===== config.mk =====
export PLATFORM = sky130hd
export DESIGN_NAME = hdv_status_out
export DESIGN_NICKNAME = d
export VERILOG_FILES = /design/src/rtl/hdv_pkg.sv /design/src/rtl/hdv_crc.sv /design/src/rtl/hdv_trs_check.sv /design/src/rtl/hdv_status_out.sv
export SDC_FILE = /design/constraint.sdc
export NUM_CORES = 1
export LEC_CHECK = 0
export ABC_CLOCK_PERIOD_IN_PS = 6200
export BUFFER_PORTS_ARGS = -buffer_cell sky130_fd_sc_hd__clkbuf_2
export CORE_ASPECT_RATIO = 1.75
export CORE_MARGIN = 3
export CORE_UTILIZATION = 30
export DETAILED_ROUTE_END_ITERATION = 12
export PLACE_DENSITY_LB_ADDON = 0.05
export SYNTH_ARGS = -nofsm -noshare
export SYNTH_HDL_FRONTEND = slang
export SYNTH_SLANG_ARGS = --single-unit
export TNS_END_PERCENT = 5

===== constraint.sdc =====
create_clock -name ref_clk_i -period 6.2 [get_ports ref_clk_i]
set_input_delay 1.86 -clock ref_clk_i [delete_from_list [all_inputs] [get_ports ref_clk_i]]
set_output_delay 1.86 -clock ref_clk_i [all_outputs]
set_load 0.005 [all_outputs]

===== src/rtl/hdv_pkg.sv =====
// Constants, types and field layouts of the video deformatter output stage
// Operation
// - Chroma CRC mismatch flag high on disagreement
// - Luma CRC mismatch flag high on disagreement
// - FIFO load strobe low one EAV/SAV word
// - Output buses driven while enable_n low
// - Chroma word on output bits 9..0
// - Luma word on output bits 19..10
// - Line fault on bad or flywheel-mismatched number
// - One bad line number faults two lines
// - Start reference fault on bad SAV
// - End reference fault on bad EAV
// - Everything except the output bus enable sampled on rising clock edge
// - Reference faults on flywheel HVF disagreement
package hdv_pkg;
  // ==========================================================
  // Stream layout
  localparam int          CH_W       = 10;
  localparam int          BUS_W      = 20;
  localparam int          LUMA_LSB   = 10;
  localparam int          CHROMA_LSB = 0;
  localparam int          PIPE_DEPTH = 4;
  localparam logic [9:0]  TRS_ONES   = 10'h3FF;
  localparam logic [9:0]  TRS_ZERO   = 10'h000;
  localparam int          XYZ_ONE    = 9;
  localparam int          XYZ_F      = 8;
  localparam int          XYZ_V      = 7;
  localparam int          XYZ_H      = 6;
  localparam int          XYZ_P3     = 5;
  localparam int          XYZ_P2     = 4;
  localparam int          XYZ_P1     = 3;
  localparam int          XYZ_P0     = 2;
  localparam int          LN_W       = 11;
  localparam logic [10:0] LN_FIRST   = 11'h001;
  localparam logic [10:0] LN_STEP    = 11'h001;
  // ==========================================================
  // Line CRC
  localparam int          CRC_W      = 18;
  localparam int          CRC_HALF   = 9;
  localparam int          CRC_TAP_A  = 13;
  localparam int          CRC_TAP_B  = 12;
  localparam logic [17:0] CRC_INIT   = 18'h00000;
  // ==========================================================
  // Register map (byte addresses)
  localparam logic [7:0]  OFS_CTRL   = 8'h00;
  localparam logic [7:0]  OFS_STATUS = 8'h04;
  localparam logic [7:0]  OFS_ISTAT  = 8'h08;
  localparam logic [7:0]  OFS_IMASK  = 8'h0C;
  localparam logic [7:0]  OFS_LINE   = 8'h10;
  localparam int          CTRL_SEL   = 0;
  localparam int          NFLAG      = 5;
  localparam logic [4:0]  FLAGS_RST  = 5'h00;
  localparam logic        CTRL_RST   = 1'b0;
  // ==========================================================
  // Types
  typedef struct packed {
    logic eav;
    logic sav;
    logic ln;
    logic chroma;
    logic luma;
  } hdv_flags_t;
  typedef struct packed {
    logic        en;
    logic        f;
    logic        v;
    logic        h;
    logic [10:0] line;
  } hdv_fly_t;
  typedef enum logic [4:0] {
    POST_IDLE = 5'b00001,
    POST_LN0  = 5'b00010,
    POST_LN1  = 5'b00100,
    POST_CRC0 = 5'b01000,
    POST_CRC1 = 5'b10000
  } hdv_post_t;
endpackage


===== src/rtl/hdv_crc.sv =====
// Line CRC accumulator for one 10-bit channel
`timescale 1ns/1ps
`default_nettype none
module hdv_crc #(
  parameter int DW = 10
) (
  input  wire logic                      ref_clk_i,
  input  wire logic                      rst_n_i,
  input  wire logic                      ce_i,
  input  wire logic                      init_i,
  input  wire logic                      en_i,
  input  wire logic [DW-1:0]             din_i,
  output logic      [hdv_pkg::CRC_W-1:0] crc_o
);
  import hdv_pkg::*;
  logic [CRC_W-1:0] crc_q;
  logic [CRC_W-1:0] crc_d;
  logic [CRC_W-1:0] step;
  logic             fb;

  if (DW < 1) begin : g_bad_dw
    $error("hdv_crc: DW must be positive");
  end

  // Bit-serial LFSR, LSB first, one word per cycle
  always_comb begin
    step = crc_q;
    fb   = 1'b0;
    for (int i = 0; i < DW; i++) begin
      fb              = step[0] ^ din_i[i];
      step            = {fb, step[CRC_W-1:1]};
      step[CRC_TAP_A] = step[CRC_TAP_A] ^ fb;
      step[CRC_TAP_B] = step[CRC_TAP_B] ^ fb;
    end
    crc_d = crc_q;
    if (init_i) begin
      crc_d = CRC_INIT;
    end else if (en_i) begin
      crc_d = step;
    end
  end

  // Register
  always_ff @(posedge ref_clk_i) begin
    if (!rst_n_i) begin
      crc_q <= CRC_INIT;
    end else if (ce_i) begin
      crc_q <= crc_d;
    end
  end

  assign crc_o = crc_q;
endmodule
`default_nettype wire


===== src/rtl/hdv_trs_check.sv =====
// Timing reference word check against protection bits and flywheel
`timescale 1ns/1ps
`default_nettype none
module hdv_trs_check (
  input  wire logic                 [9:0] xyz_i,
  input  wire hdv_pkg::hdv_fly_t          fly_i,
  output logic                            fault_o
);
  import hdv_pkg::*;
  logic prot_bad;
  logic fly_bad;

  // Protection bits and flywheel HVF comparison
  always_comb begin
    prot_bad = !xyz_i[XYZ_ONE]
             | (xyz_i[XYZ_P3] != (xyz_i[XYZ_V] ^ xyz_i[XYZ_H]))
             | (xyz_i[XYZ_P2] != (xyz_i[XYZ_F] ^ xyz_i[XYZ_H]))
             | (xyz_i[XYZ_P1] != (xyz_i[XYZ_F] ^ xyz_i[XYZ_V]))
             | (xyz_i[XYZ_P0] != (xyz_i[XYZ_F] ^ xyz_i[XYZ_V] ^ xyz_i[XYZ_H]));
    fly_bad  = fly_i.en
             & ({xyz_i[XYZ_F], xyz_i[XYZ_V], xyz_i[XYZ_H]} != {fly_i.f, fly_i.v, fly_i.h});
    fault_o  = prot_bad | fly_bad;
  end
endmodule
`default_nettype wire


===== src/rtl/hdv_status_out.sv =====
// Output and status stage: TRS decode, line checks, CRC compare, APB regs
`timescale 1ns/1ps
`default_nettype none
module hdv_status_out #(
  parameter int ADDR_W = 8
) (
  input  wire logic                      ref_clk_i,
  input  wire logic                      rst_n_i,
  input  wire logic                      ce_i,
  input  wire logic [hdv_pkg::BUS_W-1:0] word_i,
  input  wire hdv_pkg::hdv_fly_t         fly_i,
  input  wire logic                      output_drive_enable_n_i,
  output logic      [hdv_pkg::BUS_W-1:0] data_out_o,
  output logic                           data_oe_o,
  output logic                           fifo_load_strobe_n_o,
  output logic                           luma_crc_mismatch_o,
  output logic                           chroma_crc_mismatch_o,
  output logic                           line_number_fault_o,
  output logic                           start_ref_fault_o,
  output logic                           end_ref_fault_o,
  output logic                           irq_o,
  input  wire logic                      psel_i,
  input  wire logic                      penable_i,
  input  wire logic                      pwrite_i,
  input  wire logic [ADDR_W-1:0]         paddr_i,
  input  wire logic [31:0]               pwdata_i,
  output logic      [31:0]               prdata_o,
  output logic                           pready_o,
  output logic                           pslverr_o
);
  import hdv_pkg::*;

  if (ADDR_W < 5) begin : g_bad_addr
    $error("hdv_status_out: ADDR_W too small for register map");
  end

  // ==========================================================
  // Declarations
  logic [BUS_W-1:0] pipe_q [PIPE_DEPTH];
  logic [BUS_W-1:0] pipe_d [PIPE_DEPTH];
  logic [BUS_W-1:0] out_q, out_d;
  logic             fifo_n_q, fifo_n_d;
  hdv_post_t        post_q, post_d;
  logic             run_q, run_d;
  logic [6:0]       ln_lo_q, ln_lo_d;
  logic [LN_W-1:0]  ln_last_q, ln_last_d;
  logic [CRC_HALF-1:0] emb_l_q, emb_l_d, emb_c_q, emb_c_d;
  hdv_flags_t       flg_q, flg_d, ev;
  hdv_flags_t       istat_q, istat_d, imask_q, imask_d;
  logic             sel_q, sel_d;
  logic             irq_q, irq_d;
  logic [31:0]      rdata_q, rdata_d;
  logic             ready_q, ready_d;
  logic             err_q, err_d;
  logic [9:0]       y0, y1, y2, y3, c0;
  logic             hit, is_eav, ref_bad, ln_bad;
  logic [LN_W-1:0]  ln_now;
  logic             crc_init, crc_en;
  logic [CRC_W-1:0] crc_l, crc_c;
  logic             wr_acc, rd_acc;
  logic [7:0]       addr8;

  // ==========================================================
  // Channel views of the pipeline
  assign y0     = pipe_q[0][LUMA_LSB +: CH_W];
  assign y1     = pipe_q[1][LUMA_LSB +: CH_W];
  assign y2     = pipe_q[2][LUMA_LSB +: CH_W];
  assign y3     = pipe_q[3][LUMA_LSB +: CH_W];
  assign c0     = pipe_q[0][CHROMA_LSB +: CH_W];
  // TRS found when its first word sits at the pipe end
  assign hit    = (y3 == TRS_ONES) && (y2 == TRS_ZERO) && (y1 == TRS_ZERO) && y0[XYZ_ONE];
  assign is_eav = y0[XYZ_H];
  assign ln_now = {y0[5:2], ln_lo_q};

  // Reference word checker
  hdv_trs_check u_trs (
    .xyz_i   (y0),
    .fly_i   (fly_i),
    .fault_o (ref_bad)
  );

  // Line number continuity and flywheel comparison
  assign ln_bad = ((ln_now != ln_last_q + LN_STEP) && (ln_now != LN_FIRST))
                || (fly_i.en && (ln_now != fly_i.line));

  // CRC spans active words, EAV and both line number words
  assign crc_init = hit && !is_eav;
  assign crc_en   = run_q || (post_q == POST_LN0) || (post_q == POST_LN1);

  hdv_crc #(.DW(CH_W)) u_crc_luma (
    .ref_clk_i (ref_clk_i),
    .rst_n_i   (rst_n_i),
    .ce_i      (ce_i),
    .init_i    (crc_init),
    .en_i      (crc_en),
    .din_i     (y0),
    .crc_o     (crc_l)
  );
  hdv_crc #(.DW(CH_W)) u_crc_chroma (
    .ref_clk_i (ref_clk_i),
    .rst_n_i   (rst_n_i),
    .ce_i      (ce_i),
    .init_i    (crc_init),
    .en_i      (crc_en),
    .din_i     (c0),
    .crc_o     (crc_c)
  );

  // ==========================================================
  // Data path: delay line and output word
  always_comb begin
    pipe_d[0] = word_i;
    for (int i = 1; i < PIPE_DEPTH; i++) begin
      pipe_d[i] = pipe_q[i-1];
    end
    out_d    = pipe_q[PIPE_DEPTH-1];
    // Low while the first word of the chosen TRS goes out
    fifo_n_d = !(hit && (is_eav != sel_q));
  end

  always_ff @(posedge ref_clk_i) begin
    if (!rst_n_i) begin
      for (int i = 0; i < PIPE_DEPTH; i++) begin
        pipe_q[i] <= '0;
      end
      out_q    <= '0;
      fifo_n_q <= 1'b1;
    end else if (ce_i) begin
      pipe_q   <= pipe_d;
      out_q    <= out_d;
      fifo_n_q <= fifo_n_d;
    end
  end

  // ==========================================================
  // Post-EAV word sequencer and status flags
  always_comb begin
    post_d    = post_q;
    run_d     = run_q;
    ln_lo_d   = ln_lo_q;
    ln_last_d = ln_last_q;
    emb_l_d   = emb_l_q;
    emb_c_d   = emb_c_q;
    flg_d     = flg_q;
    ev        = FLAGS_RST;
    if (hit) begin
      run_d = !is_eav;
      if (is_eav) begin
        flg_d.eav = ref_bad;
        ev.eav    = ref_bad;
      end else begin
        flg_d.sav = ref_bad;
        ev.sav    = ref_bad;
      end
    end
    case (post_q)
      POST_IDLE: begin
        if (hit && is_eav) begin
          post_d = POST_LN0;
        end
      end
      POST_LN0: begin
        ln_lo_d = y0[8:2];
        post_d  = POST_LN1;
      end
      POST_LN1: begin
        // Last number always kept, so one bad number faults two lines
        ln_last_d = ln_now;
        flg_d.ln  = ln_bad;
        ev.ln     = ln_bad;
        post_d    = POST_CRC0;
      end
      POST_CRC0: begin
        emb_l_d = y0[CRC_HALF-1:0];
        emb_c_d = c0[CRC_HALF-1:0];
        post_d  = POST_CRC1;
      end
      POST_CRC1: begin
        // One comparison per line, held until the next
        flg_d.luma   = crc_l != {y0[CRC_HALF-1:0], emb_l_q};
        flg_d.chroma = crc_c != {c0[CRC_HALF-1:0], emb_c_q};
        ev.luma      = flg_d.luma;
        ev.chroma    = flg_d.chroma;
        post_d       = POST_IDLE;
      end
      default: begin
        post_d = POST_IDLE;
      end
    endcase
  end

  always_ff @(posedge ref_clk_i) begin
    if (!rst_n_i) begin
      post_q    <= POST_IDLE;
      run_q     <= 1'b0;
      ln_lo_q   <= '0;
      ln_last_q <= '0;
      emb_l_q   <= '0;
      emb_c_q   <= '0;
      flg_q     <= FLAGS_RST;
    end else if (ce_i) begin
      post_q    <= post_d;
      run_q     <= run_d;
      ln_lo_q   <= ln_lo_d;
      ln_last_q <= ln_last_d;
      emb_l_q   <= emb_l_d;
      emb_c_q   <= emb_c_d;
      flg_q     <= flg_d;
    end
  end

  // ==========================================================
  // APB slave, one wait state; interrupt status and mask
  assign addr8  = 8'(paddr_i);
  assign wr_acc = psel_i && penable_i && ready_q && pwrite_i;
  assign rd_acc = psel_i && penable_i && !ready_q && !pwrite_i;

  always_comb begin
    ready_d = psel_i && penable_i && !ready_q;
    err_d   = 1'b0;
    rdata_d = '0;
    sel_d   = sel_q;
    imask_d = imask_q;
    istat_d = istat_q;
    if (ready_d) begin
      case (addr8)
        OFS_CTRL:   rdata_d = 32'(sel_q);
        OFS_STATUS: rdata_d = 32'(flg_q);
        OFS_ISTAT:  rdata_d = 32'(istat_q);
        OFS_IMASK:  rdata_d = 32'(imask_q);
        OFS_LINE:   rdata_d = 32'(ln_last_q);
        default:    err_d   = 1'b1;
      endcase
    end
    if (!rd_acc) begin
      rdata_d = rdata_d & {32{ready_d}};
    end
    if (wr_acc) begin
      case (addr8)
        OFS_CTRL:  sel_d   = pwdata_i[CTRL_SEL];
        OFS_IMASK: imask_d = pwdata_i[NFLAG-1:0];
        OFS_ISTAT: istat_d = istat_q & ~pwdata_i[NFLAG-1:0];
        default:   sel_d   = sel_q;
      endcase
    end
    // New events win over a same-cycle clear
    istat_d = istat_d | ev;
    irq_d   = |(istat_d & imask_d);
  end

  always_ff @(posedge ref_clk_i) begin
    if (!rst_n_i) begin
      ready_q <= 1'b0;
      err_q   <= 1'b0;
      rdata_q <= '0;
      sel_q   <= CTRL_RST;
      imask_q <= FLAGS_RST;
      istat_q <= FLAGS_RST;
      irq_q   <= 1'b0;
    end else if (ce_i) begin
      ready_q <= ready_d;
      err_q   <= err_d;
      rdata_q <= rdata_d;
      sel_q   <= sel_d;
      imask_q <= imask_d;
      istat_q <= istat_d;
      irq_q   <= irq_d;
    end
  end

  // ==========================================================
  // Outputs; bus enable follows its pin without the clock
  assign data_out_o            = out_q;
  assign data_oe_o             = !output_drive_enable_n_i;
  assign fifo_load_strobe_n_o  = fifo_n_q;
  assign luma_crc_mismatch_o   = flg_q.luma;
  assign chroma_crc_mismatch_o = flg_q.chroma;
  assign line_number_fault_o   = flg_q.ln;
  assign start_ref_fault_o     = flg_q.sav;
  assign end_ref_fault_o       = flg_q.eav;
  assign irq_o                 = irq_q;
  assign prdata_o              = rdata_q;
  assign pready_o              = ready_q;
  assign pslverr_o             = err_q;
endmodule
`default_nettype wire


==> out/results.tsv <==
metric	value	unit
area_growth_syn_to_layout	14.7	%
initial_utilization	0.306	
start_kind	input pin	
outcome	finished, final reports clean	
drt-initial-drc-count	250	
synth_warnings	0	
crit_required	4.34	ns
irDropWorstVdd	0.157	mV
grt_antenna_before_repair	0	
die-area	0.0354	mm^2
seq_area	0.00418	mm^2
ys_seq_elements	209	
track_usage	0.153	
fillers	3382	
p_total	3.01	mW
hp-class	reg -> reg	
synth_cell_types	63	
p_leak	4.52	nW
hold_buffers	0	
path_max_fanout	1	
antenna-diode-count	0	
place.gp.congestion	0.798	
worst-setup-path-type	in -> out	
post_drt_wl_per_cell	17.1	um
die_h	247	um
drt_pass1_iterations	4	
power_per_cell_area	264	mW/mm^2
cts_setup_buffers	0	
drc	0	
io_buffers	95	
synth_edf_count	0	
drive_above_1_share	0.138	
hold_violations	0	
core_area	0.0324	mm^2
drv_cap	0	
setup-violations-final	0	
cts_sinks	209	
min-delay-start	run_q$_SDFFE_PN0P_	
grt_overflow	0	
worst-slew-pin-transition	0.938	ns
pin_count	144	
netlist_area	0.00992	mm^2
nNetsFinal	1245	
slew_headroom	0.375	
cts_tree	built	
fp.dieW	143	um
ys_seq_area_frac	0.422	
rows	87	
drv_slew	0	
vias	7607	
numCtsBuffers	23	
via_per_inst	4.82	
finalCritPeriodShare	0.634	
h-tree-depth	1	
synth_cells	1104	
fmax	254	MHz
fin_setup_tns	0	ns
skew	0.0138	ns
insertion_delay	0.51	ns
dp_hpwl	18400	um
critPathArrivalTime	2.07	ns
ant_nets	0	
ctsResizeCount	0	
syn_area_per_cell	8.99	um^2
ys.flop_type	dfxtp_1	
grt_pass1_wl	43200	um
cts.path.max_buffers	3	
multi_input_area	0.00533	mm^2
min_period	3.93	ns
rsz0062_at_grt	false	
synthArstFlopShare	0	
grt_pass1_vias	7659	
clk_pin_slew	0.07	ns
endpoint_kind	output pin	
root_buffer	clkbuf_16	
grt_max_degree	116	
wl	26900	um
startpoint	output_drive_enable_n_i	
reg2reg_from	pipe_d[59]$_SDFFE_PN0P_	
[synthesized netlist by cell type, types with 17 or more instances]
cell / count / area (um^2)
a21oi_1: 66 / 330
buf_4: 22 / 165
clkbuf_1: 44 / 165
dfxtp_1: 209 / 4180
mux2i_1: 138 / 1380
nand2_1: 65 / 244
nand3_1: 26 / 130
nand4_1: 17 / 106
nor2_1: 186 / 698
nor3_1: 36 / 180
xnor2_1: 98 / 858
xor2_1: 29 / 254
[per-layer routing]
| metal | up-vias | global-route usage | share of wire |
|---|---|---|---|
| met5 | - | 0 | 0 |
| met4 | 0 | 0.0413 | 0.018 |
| met3 | 29 | 0.0198 | 0.031 |
| met2 | 116 | 0.286 | 0.54 |
| met1 | 3606 | 0.179 | 0.41 |
| li1 | 3856 | - | - |
[logic make-up (layout without fill, tap and decap cells)]
group           Yosys count  in the layout  share of synthesized area
xor+xnor                127            127                      0.112
fa+ha+maj                 1              1                    0.00126
compound gates          141            141                     0.0861
buf+inv                 102            155                     0.0509
mux                     141            141                      0.143
other cells               1             21                   0.000378
flops                   209            209                      0.422
simple gates            382            382                      0.185
[worst max-delay path: stages]
cell      delay (ns)
clkbuf_2        0.08
inv_1           0.04
clkbuf_2        0.10
[cell usage in the layout (no fill, tap or decap), drive strengths merged, types with 3 or more instances in the layout]
master	count
a211oi	7
a21oi	66
a22oi	15
a31oi	5
and2	6
and3	3
buf	10
clkbuf	126
clkinv	6
conb	21
dfxtp	209
inv	11
mux2	3
mux2i	138
nand2	66
nand2b	3
nand3	27
nand4	18
nor2	186
nor2b	3
nor3	37
nor3b	3
nor4	10
nor4b	6
o21a	7
o21ai	17
o22ai	7
o31a	4
xnor2	98
xor2	29
[worst paths after layout]
path	to	cells past startpoint	slack, ns
hold / removal	run_q$_SDFFE_PN0P_	2	0.47
hold reg to reg	run_q$_SDFFE_PN0P_	2	0.47
setup reg to reg	emb_c_q[3]$_SDFFE_PN0P_	8	3.36
setup / recovery	data_oe_o	3	2.27
[power breakdown]
part	switching (mW)	internal, mW
Combinational	0.123	0.0914
Sequential	0.0301	1.36
Clock	0.570	0.833
Total	0.723	2.28
[flip-flops by register name, summed over array words and instances, names as in the netlist, 4 cells and up]
| signal | flops |
|---|---|
| c0 | 10 |
| data_out_o | 20 |
| emb_c_q | 9 |
| emb_l_q | 9 |
| imask_q | 5 |
| istat_q | 5 |
| ln_last_q | 11 |
| ln_lo_q | 7 |
| ln_now | 4 |
| out_d | 20 |
| pipe_d | 45 |
| post_q | 5 |
| prdata_o | 11 |
| u_crc_chroma.crc_o | 18 |
| u_crc_luma.crc_o | 18 |
[cell type report]
| type | count | share of cell area |
|---|---|---|
| clock buffer | 32 | 0.0588 |
| clock inverter | 8 | 0.00792 |
| inverter | 11 | 0.00407 |
| multi-input combinational | 813 | 0.468 |
| sequential | 209 | 0.368 |
| tap | 400 | 0.0440 |
| timing repair buffer | 104 | 0.0494 |
[stage by stage]
stage / instances / hold slack (ns) / util / cell area, um^2 / worst slack (ns)
2_1_floorplan: 1124 / 0.432 / - / 10000 / 2.44
3_3_place_gp: 1537 / 0.455 / 0.327 / 10600 / 2.15
3_5_place_dp: 1537 / 0.457 / 0.327 / 10600 / 2.09
4_1_cts: 1577 / 0.470 / 0.351 / 11400 / 2.26
5_1_grt: 1577 / 0.502 / 0.351 / 11400 / 2.25
6_report: 1577 / 0.466 / 0.351 / 11400 / 2.27
Note: power is estimated with default switching activity, not from simulation.
